**config.mk**
```make
export PLATFORM = sky130hd
export DESIGN_NAME = dtc_timer
export DESIGN_NICKNAME = d
export VERILOG_FILES = /design/src/shared/dtc_pkg.sv /design/src/core/dtc_counter.sv /design/src/core/dtc_timer.sv
export VERILOG_INCLUDE_DIRS = /design/src /design/src/shared
export SDC_FILE = /design/constraint.sdc
export NUM_CORES = 1
export LEC_CHECK = 0
export ABC_AREA = 1
export ABC_CLOCK_PERIOD_IN_PS = 2300
export CORE_MARGIN = 2
export CORE_UTILIZATION = 55
export CTS_CLUSTER_DIAMETER = 120
export DETAILED_ROUTE_END_ITERATION = 8
export DONT_BUFFER_PORTS = 1
export GPL_ROUTABILITY_DRIVEN = 0
export GPL_TIMING_DRIVEN = 0
export PLACE_DENSITY = 0.77
export SYNTH_ARGS = -nofsm -noshare
export SYNTH_HDL_FRONTEND = slang
export SYNTH_HIERARCHICAL = 1
export SYNTH_SLANG_ARGS = --single-unit
export TNS_END_PERCENT = 1
```
**constraint.sdc**
```tcl
create_clock -name pclk -period 2.3 [get_ports pclk]
set_clock_uncertainty 0.1 [all_clocks]
set_input_delay 0.115 -clock pclk [delete_from_list [all_inputs] [get_ports pclk]]
set_output_delay 0.115 -clock pclk [all_outputs]
set_load 0.02 [all_outputs]
```
**src/shared/dtc_consts.svh**
```systemverilog
// Constants for the dual timer/counter block.
`ifndef DTC_CONSTS_SVH
`define DTC_CONSTS_SVH
// Register offsets are word indices; the bus byte address is four times the index.
`define DTC_OFF_MODE 12'h089
`define DTC_OFF_CTRL 12'h088
`define DTC_OFF_T0L 12'h08a
`define DTC_OFF_T1L 12'h08b
`define DTC_OFF_T0H 12'h08c
`define DTC_OFF_T1H 12'h08d
`define DTC_OFF_STAT 12'h090
`define DTC_OFF_MASK 12'h094
`define DTC_OFF_OPT 12'h098
`define DTC_MODE_RESET 8'h00
`define DTC_MODE_MASK 8'h3f
`define DTC_T1_MODE_LSB 4
`define DTC_T0_GATE_BIT 3
`define DTC_T0_CSEL_BIT 2
`define DTC_T0_MODE_LSB 0
`define DTC_CTRL_T1RUN 6
`define DTC_CTRL_T0RUN 4
`define DTC_MCYCLE_CLKS 3'd6
`define DTC_LOW5_MAX 5'h1f
`endif

```
**src/shared/dtc_pkg.sv**
```systemverilog
// Types shared by the dual timer/counter block.
package dtc_pkg;
    typedef enum logic [1:0] {
        DTC_MODE13,
        DTC_MODE16,
        DTC_MODE8R,
        DTC_MODESPLIT
    } dtc_mode_t;
    typedef struct packed {
        logic [7:0] high;
        logic [7:0] low;
    } dtc_count_t;
    typedef struct packed {
        logic count;
        logic reload;
    } dtc_step_t;
endpackage : dtc_pkg

```
**src/core/dtc_counter.sv**
```systemverilog
// One timer/counter datapath: 13, 16, 8-reload and split modes with byte writes.
`timescale 1ns/1ps
`include "dtc_consts.svh"
module dtc_counter
    import dtc_pkg::*;
(
    input wire logic pclk,
    input wire logic presetn,
    input wire dtc_mode_t mode,
    input wire logic inc_low,
    input wire logic inc_high,
    input wire logic wr_low,
    input wire logic wr_high,
    input wire logic [7:0] wdata,
    output dtc_count_t count,
    output logic ovf_low,
    output logic ovf_high
);
    dtc_count_t next_count;

    always_comb begin
        next_count = count;
        ovf_low = 1'b0;
        ovf_high = 1'b0;
        case (mode)
            DTC_MODE13: begin
                if (inc_low) begin
                    // Low five bits prescale the high byte.
                    if (count.low[4:0] == `DTC_LOW5_MAX) begin
                        next_count.low = {count.low[7:5], 5'h00};
                        next_count.high = count.high + 8'h01;
                        ovf_low = (count.high == 8'hff);
                    end else begin
                        next_count.low = count.low + 8'h01;
                    end
                end
            end
            DTC_MODE16: begin
                if (inc_low) begin
                    next_count = count + 16'h0001;
                    ovf_low = (count == 16'hffff);
                end
            end
            DTC_MODE8R: begin
                if (inc_low) begin
                    if (count.low == 8'hff) begin
                        next_count.low = count.high;
                        ovf_low = 1'b1;
                    end else begin
                        next_count.low = count.low + 8'h01;
                    end
                end
            end
            DTC_MODESPLIT: begin
                if (inc_low) begin
                    next_count.low = count.low + 8'h01;
                    ovf_low = (count.low == 8'hff);
                end
                if (inc_high) begin
                    next_count.high = count.high + 8'h01;
                    ovf_high = (count.high == 8'hff);
                end
            end
            default: begin
                next_count = count;
            end
        endcase
        if (wr_low) begin
            next_count.low = wdata;
        end
        if (wr_high) begin
            next_count.high = wdata;
        end
    end

    always_ff @(posedge pclk or negedge presetn) begin
        if (!presetn) begin
            count <= '0;
        end else begin
            count <= next_count;
        end
    end
endmodule : dtc_counter

```
**src/core/dtc_timer.sv**
```systemverilog
// Dual timer/counter with APB registers, edge counting, gating and overflow toggle.
//
// Behaviour
// - Timer function counts once per machine cycle of six clocks.
// - Counter function samples count pin each machine cycle, counts high-then-low.
// - New count appears in the machine cycle after the detected transition.
// - An edge takes two machine cycles to recognise; rate at most clock/12.
// - Mode bit 2 selects internal cycles or external count pin for timer 0.
// - Gate set: timer 0 counts only with interrupt pin high and run set.
// - Gate clear: timer 0 counts whenever its run bit is set.
// - Two-bit mode fields at bits 5:4 (timer 1) and 1:0 (timer 0).
// - Modes 0-2 match for both timers; mode 3 differs.
// - Optional toggle of timer 0 count pin on each timer 0 overflow.
// - Mode 0 is a 13-bit counter, flag on rollover to zero.
// - Mode 1 is a full 16-bit counter.
// - Mode 2 low byte counts, reloads from high byte on overflow, sets flag.
// - Timer 1 mode 3 stops; timer 0 mode 3 splits, high byte uses timer 1 controls.
`timescale 1ns/1ps
`include "dtc_consts.svh"
module dtc_timer
    import dtc_pkg::*;
(
    input wire logic pclk,
    input wire logic presetn,
    input wire logic psel,
    input wire logic penable,
    input wire logic pwrite,
    input wire logic [11:0] paddr,
    input wire logic [31:0] pwdata,
    output logic [31:0] prdata,
    output logic pready,
    output logic pslverr,
    input wire logic count_pin_zero_in,
    output logic count_pin_zero_out,
    output logic count_pin_zero_oe,
    input wire logic external_interrupt_zero_pin,
    output logic irq
);
    logic [7:0] timer_mode_control;
    logic timer_zero_run_bit;
    logic timer_one_run_bit;
    logic [1:0] status;
    logic [1:0] irq_mask;
    logic toggle_enable;
    logic [2:0] phase;
    logic pin_sample;
    logic edge_seen;
    logic [7:0] next_timer_mode_control;
    logic next_timer_zero_run_bit;
    logic next_timer_one_run_bit;
    logic [1:0] next_status;
    logic [1:0] next_irq_mask;
    logic next_toggle_enable;
    logic [2:0] next_phase;
    logic next_pin_sample;
    logic next_edge_seen;
    logic next_pin_out;
    logic [31:0] next_prdata;
    logic next_pready;
    logic next_pslverr;
    logic next_irq;
    logic mcycle;
    logic t0_gate;
    logic t0_csel;
    dtc_mode_t t0_mode;
    dtc_mode_t t1_mode;
    logic t0_enable;
    logic t0_inc;
    logic t0h_inc;
    logic t1_inc;
    logic wr_access;
    logic rd_access;
    dtc_count_t t0_count;
    dtc_count_t t1_count;
    logic t0_ovf_low;
    logic t0_ovf_high;
    logic t1_ovf_low;
    logic t1_ovf_unused;
    logic t0_overflow;
    logic t1_overflow;

    function automatic logic hit(input logic [11:0] addr, input logic [11:0] off);
        hit = (addr == {off[9:0], 2'b00});
    endfunction : hit

    assign wr_access = psel && penable && pwrite && !pready;
    assign rd_access = psel && penable && !pwrite && !pready;
    assign mcycle = (phase == `DTC_MCYCLE_CLKS - 3'd1);
    assign t0_gate = timer_mode_control[`DTC_T0_GATE_BIT];
    assign t0_csel = timer_mode_control[`DTC_T0_CSEL_BIT];
    assign t0_mode = dtc_mode_t'(timer_mode_control[`DTC_T0_MODE_LSB +: 2]);
    assign t1_mode = dtc_mode_t'(timer_mode_control[`DTC_T1_MODE_LSB +: 2]);
    // Gate high makes the interrupt pin a second enable condition.
    assign t0_enable = timer_zero_run_bit && (!t0_gate || external_interrupt_zero_pin);
    // Edge detected in one machine cycle is counted at the next boundary.
    assign t0_inc = t0_enable && mcycle && (t0_csel ? edge_seen : 1'b1);
    // In split mode the high byte is a cycle timer owned by timer 1's run bit.
    assign t0h_inc = (t0_mode == DTC_MODESPLIT) && timer_one_run_bit && mcycle;
    assign t1_inc = timer_one_run_bit && mcycle && (t1_mode != DTC_MODESPLIT) && !t0h_inc;
    assign t0_overflow = t0_ovf_low;
    assign t1_overflow = t1_ovf_low || t0_ovf_high;

    dtc_counter u_t0 (
        .pclk(pclk),
        .presetn(presetn),
        .mode(t0_mode),
        .inc_low(t0_inc),
        .inc_high(t0h_inc),
        .wr_low(wr_access && hit(paddr, `DTC_OFF_T0L)),
        .wr_high(wr_access && hit(paddr, `DTC_OFF_T0H)),
        .wdata(pwdata[7:0]),
        .count(t0_count),
        .ovf_low(t0_ovf_low),
        .ovf_high(t0_ovf_high)
    );

    dtc_counter u_t1 (
        .pclk(pclk),
        .presetn(presetn),
        .mode(t1_mode),
        .inc_low(t1_inc),
        .inc_high(1'b0),
        .wr_low(wr_access && hit(paddr, `DTC_OFF_T1L)),
        .wr_high(wr_access && hit(paddr, `DTC_OFF_T1H)),
        .wdata(pwdata[7:0]),
        .count(t1_count),
        .ovf_low(t1_ovf_low),
        .ovf_high(t1_ovf_unused)
    );

    always_comb begin
        next_phase = mcycle ? 3'd0 : phase + 3'd1;
        next_pin_sample = pin_sample;
        next_edge_seen = edge_seen;
        if (mcycle) begin
            // One sample per machine cycle; high then low marks an edge.
            next_pin_sample = count_pin_zero_in;
            next_edge_seen = pin_sample && !count_pin_zero_in;
        end
    end

    always_comb begin
        next_timer_mode_control = timer_mode_control;
        next_timer_zero_run_bit = timer_zero_run_bit;
        next_timer_one_run_bit = timer_one_run_bit;
        next_irq_mask = irq_mask;
        next_toggle_enable = toggle_enable;
        next_status = status;
        next_pin_out = count_pin_zero_out;
        next_pready = psel && penable && !pready;
        next_pslverr = 1'b0;
        next_prdata = 32'h0000_0000;
        if (wr_access) begin
            if (hit(paddr, `DTC_OFF_MODE)) begin
                next_timer_mode_control = pwdata[7:0] & `DTC_MODE_MASK;
            end else if (hit(paddr, `DTC_OFF_CTRL)) begin
                next_timer_one_run_bit = pwdata[`DTC_CTRL_T1RUN];
                next_timer_zero_run_bit = pwdata[`DTC_CTRL_T0RUN];
            end else if (hit(paddr, `DTC_OFF_STAT)) begin
                next_status = status & ~pwdata[1:0];
            end else if (hit(paddr, `DTC_OFF_MASK)) begin
                next_irq_mask = pwdata[1:0];
            end else if (hit(paddr, `DTC_OFF_OPT)) begin
                next_toggle_enable = pwdata[0];
                if (pwdata[0] && !toggle_enable) begin
                    next_pin_out = 1'b1;
                end
            end else if (!hit(paddr, `DTC_OFF_T0L) && !hit(paddr, `DTC_OFF_T0H)
                         && !hit(paddr, `DTC_OFF_T1L) && !hit(paddr, `DTC_OFF_T1H)) begin
                next_pslverr = 1'b1;
            end
        end
        if (rd_access) begin
            if (hit(paddr, `DTC_OFF_MODE)) begin
                next_prdata = {24'h000000, timer_mode_control};
            end else if (hit(paddr, `DTC_OFF_CTRL)) begin
                next_prdata = {24'h000000, status[1], timer_one_run_bit, status[0],
                               timer_zero_run_bit, 4'h0};
            end else if (hit(paddr, `DTC_OFF_T0L)) begin
                next_prdata = {24'h000000, t0_count.low};
            end else if (hit(paddr, `DTC_OFF_T0H)) begin
                next_prdata = {24'h000000, t0_count.high};
            end else if (hit(paddr, `DTC_OFF_T1L)) begin
                next_prdata = {24'h000000, t1_count.low};
            end else if (hit(paddr, `DTC_OFF_T1H)) begin
                next_prdata = {24'h000000, t1_count.high};
            end else if (hit(paddr, `DTC_OFF_STAT)) begin
                next_prdata = {30'h00000000, status};
            end else if (hit(paddr, `DTC_OFF_MASK)) begin
                next_prdata = {30'h00000000, irq_mask};
            end else if (hit(paddr, `DTC_OFF_OPT)) begin
                next_prdata = {31'h00000000, toggle_enable};
            end else begin
                next_pslverr = 1'b1;
            end
        end
        // Hardware set wins over a software clear in the same cycle.
        if (t0_overflow) begin
            next_status[0] = 1'b1;
        end
        if (t1_overflow) begin
            next_status[1] = 1'b1;
        end
        if (toggle_enable && t0_overflow) begin
            next_pin_out = !count_pin_zero_out;
        end
        next_irq = |(next_status & next_irq_mask);
    end

    always_ff @(posedge pclk or negedge presetn) begin
        if (!presetn) begin
            phase <= 3'd0;
            pin_sample <= 1'b0;
            edge_seen <= 1'b0;
            timer_mode_control <= `DTC_MODE_RESET;
            timer_zero_run_bit <= 1'b0;
            timer_one_run_bit <= 1'b0;
            status <= 2'b00;
            irq_mask <= 2'b00;
            toggle_enable <= 1'b0;
            count_pin_zero_out <= 1'b1;
            count_pin_zero_oe <= 1'b0;
            prdata <= 32'h0000_0000;
            pready <= 1'b0;
            pslverr <= 1'b0;
            irq <= 1'b0;
        end else begin
            phase <= next_phase;
            pin_sample <= next_pin_sample;
            edge_seen <= next_edge_seen;
            timer_mode_control <= next_timer_mode_control;
            timer_zero_run_bit <= next_timer_zero_run_bit;
            timer_one_run_bit <= next_timer_one_run_bit;
            status <= next_status;
            irq_mask <= next_irq_mask;
            toggle_enable <= next_toggle_enable;
            count_pin_zero_out <= next_pin_out;
            count_pin_zero_oe <= next_toggle_enable;
            prdata <= next_prdata;
            pready <= next_pready;
            pslverr <= next_pslverr;
            irq <= next_irq;
        end
    end
endmodule : dtc_timer

```
==> impl_metrics.ini <==
[status]
outcome = completed

[logic_synthesis]
synth_area_um2 = 4930
synthCells = 730
ys.warnings.count = 6
syn_avg_cell_area_um2 = 6.75

[global_route]
grt-ovfl-total = 0
grtUsageMet2_pct = 47.1
use_met3_pct = 5.74
grt_max_degree = 63
grt_usage_pct = 28.7
grt_use_met1_pct = 36.7
busiest_layer = met2
grt_pass1_vias = 4698
antenna_found_initial = 1
grt_pass1_wl_um = 22400

[critical_path]
cp-start-kind = flip-flop
critPathKind = reg2reg
worstPathMaxFanout = 6
cp-end-kind = flip-flop
critPathRequiredTime_ns = 2.46
arrival_ns = 2.30

[clock_tree]
clock_sinks = 62
numCtsBuffers = 9
clock_latency_ns = 0.34
clkSlewWorstSetupHoldPaths_ns = 0.08
clockBufferDepth = 2
cts_tree = done
htreeDepth = 3
cts_root_buffer = clkbuf_8

[place]
place_area_um2 = 5150
place_hpwl_um = 10000
numPortBuffers = 0

[timing]
finalCritPeriodShare_pct = 92.9
finalHoldViolations = 0
rsz0062_at_grt = no
worst_pin_slew_ns = 0.497
slew_violations = 0
relSlewSlack_pct = 66.7
max_freq_mhz = 468
setup_tns_ns = 0
setup-violations-final = 0
min_period_ns = 2.14

[power_and_ir_drop]
ir_drop_mv = 0.246
p_per_area_nw_per_um2 = 388
leakage_nw = 2.89
p_total_mw = 2.16

[min_path]
hp-class = in2reg

[finish]
syn2layout_area_growth_pct = 13.0
layout.nets = 840
final_common_cell = nand2_1
layout_common_cells = nand2_1, inv_1, nand3_1
drive_gt1_share_pct = 16.3
design_area_um2 = 5570
post-route-util_pct = 63.8

[floorplan]
die-area_um2 = 9730
fp.dieH_um = 98.7
rows = 34
io-pin-count = 88
die_w_um = 98.7
start_util_pct = 56.5
core_area_um2 = 8720

[routing]
dr.pass1.iters = 5
wl_per_cell_um = 15.2
routed_via_density = 5.55
wirelength_um = 13600
drc = 0
vias = 4966
drt_iter0_markers = 458
ant_nets = 0

[job]
maxCapViolCount = 0
sequential cells by signal, indices dropped and copies added, names as in the netlist, 2 cells and up:
register            count
u_t0/count             16
irq_mask                2
phase                   3
timer_mode_control      6
status                  2
u_t1/count             16
prdata                  8
layout make-up:
class	instances	area [um2]
Inverter	106	412
Clock inverter	4	32.5
Timing Repair Buffer	16	173
Sequential cell	62	1560
Clock buffer	12	145
Tap cell	108	135
Buffer	32	239
Antenna cell	1	2.50
Fill cell	783	3160
Multi-Input combinational cell	554	2870
timing repair:
item / CTS / global route
gates cloned: 0 / 0
hold endpoints to repair: 116 / 0
endpoints found under the setup margin: 26 / 17
pin swaps: 0 / 1
hold buffers: 14 / 0
gates resized for setup: 5 / 9
buffers inserted: 0 / 2
final timing paths:
check                                          start                              to  slack [ns]  depth (start not counted)
max                        u_t0/count[1]$_DFFE_PN0P_  count_pin_zero_out$_DFFE_PN1P_        0.16                         10
min                                             psel             prdata[1]$_DFF_PN0_        0.08                          4
max reg2reg                u_t0/count[1]$_DFFE_PN0P_  count_pin_zero_out$_DFFE_PN1P_        0.16                         10
min reg2reg                       phase[0]$_DFF_PN0_              phase[0]$_DFF_PN0_        0.39                          1
max in group asynchronous                    presetn  count_pin_zero_out$_DFFE_PN1P_        1.57                          2
min in group asynchronous                    presetn   timer_one_run_bit$_DFFE_PN0P_        0.24                          2
worst max-delay path, stage by stage, from the launching register on:
cell,delay (ns)
dfrtp_1,0.46
ha_1,0.23
inv_1,0.08
nor2_4,0.16
ha_1,0.19
inv_1,0.06
a21oi_2,0.17
nand2_1,0.11
a21oi_4,0.20
a21oi_1,0.10
a21boi_0,0.21
through the flow:
step / setup slack (ns) / hold slack [ns] / instances
after floorplan: 0.238 / -0.281 / 754
after global placement: -0.303 / -0.279 / 862
after detailed placement: -0.380 / -0.279 / 862
after CTS: 0.0314 / 0.0727 / 892
after global routing: 0.00215 / 0.0889 / 894
final: 0.164 / 0.0759 / 895
where the power goes:
group / internal, mW / switching (mW) / leakage, nW
Clock: 0.425 / 0.446 / 0.0828
Sequential: 1.09 / 0.00674 / 0.744
Combinational: 0.0629 / 0.123 / 2.06
Total: 1.58 / 0.576 / 2.89
routing by layer:
metal  wire length [um]  share of wire [%]
met1               5550                 41
met2               6460                 48
met3               1170                8.6
met4                401                3.0
met5                  0                  0
Power figures use the tool's default switching activity.
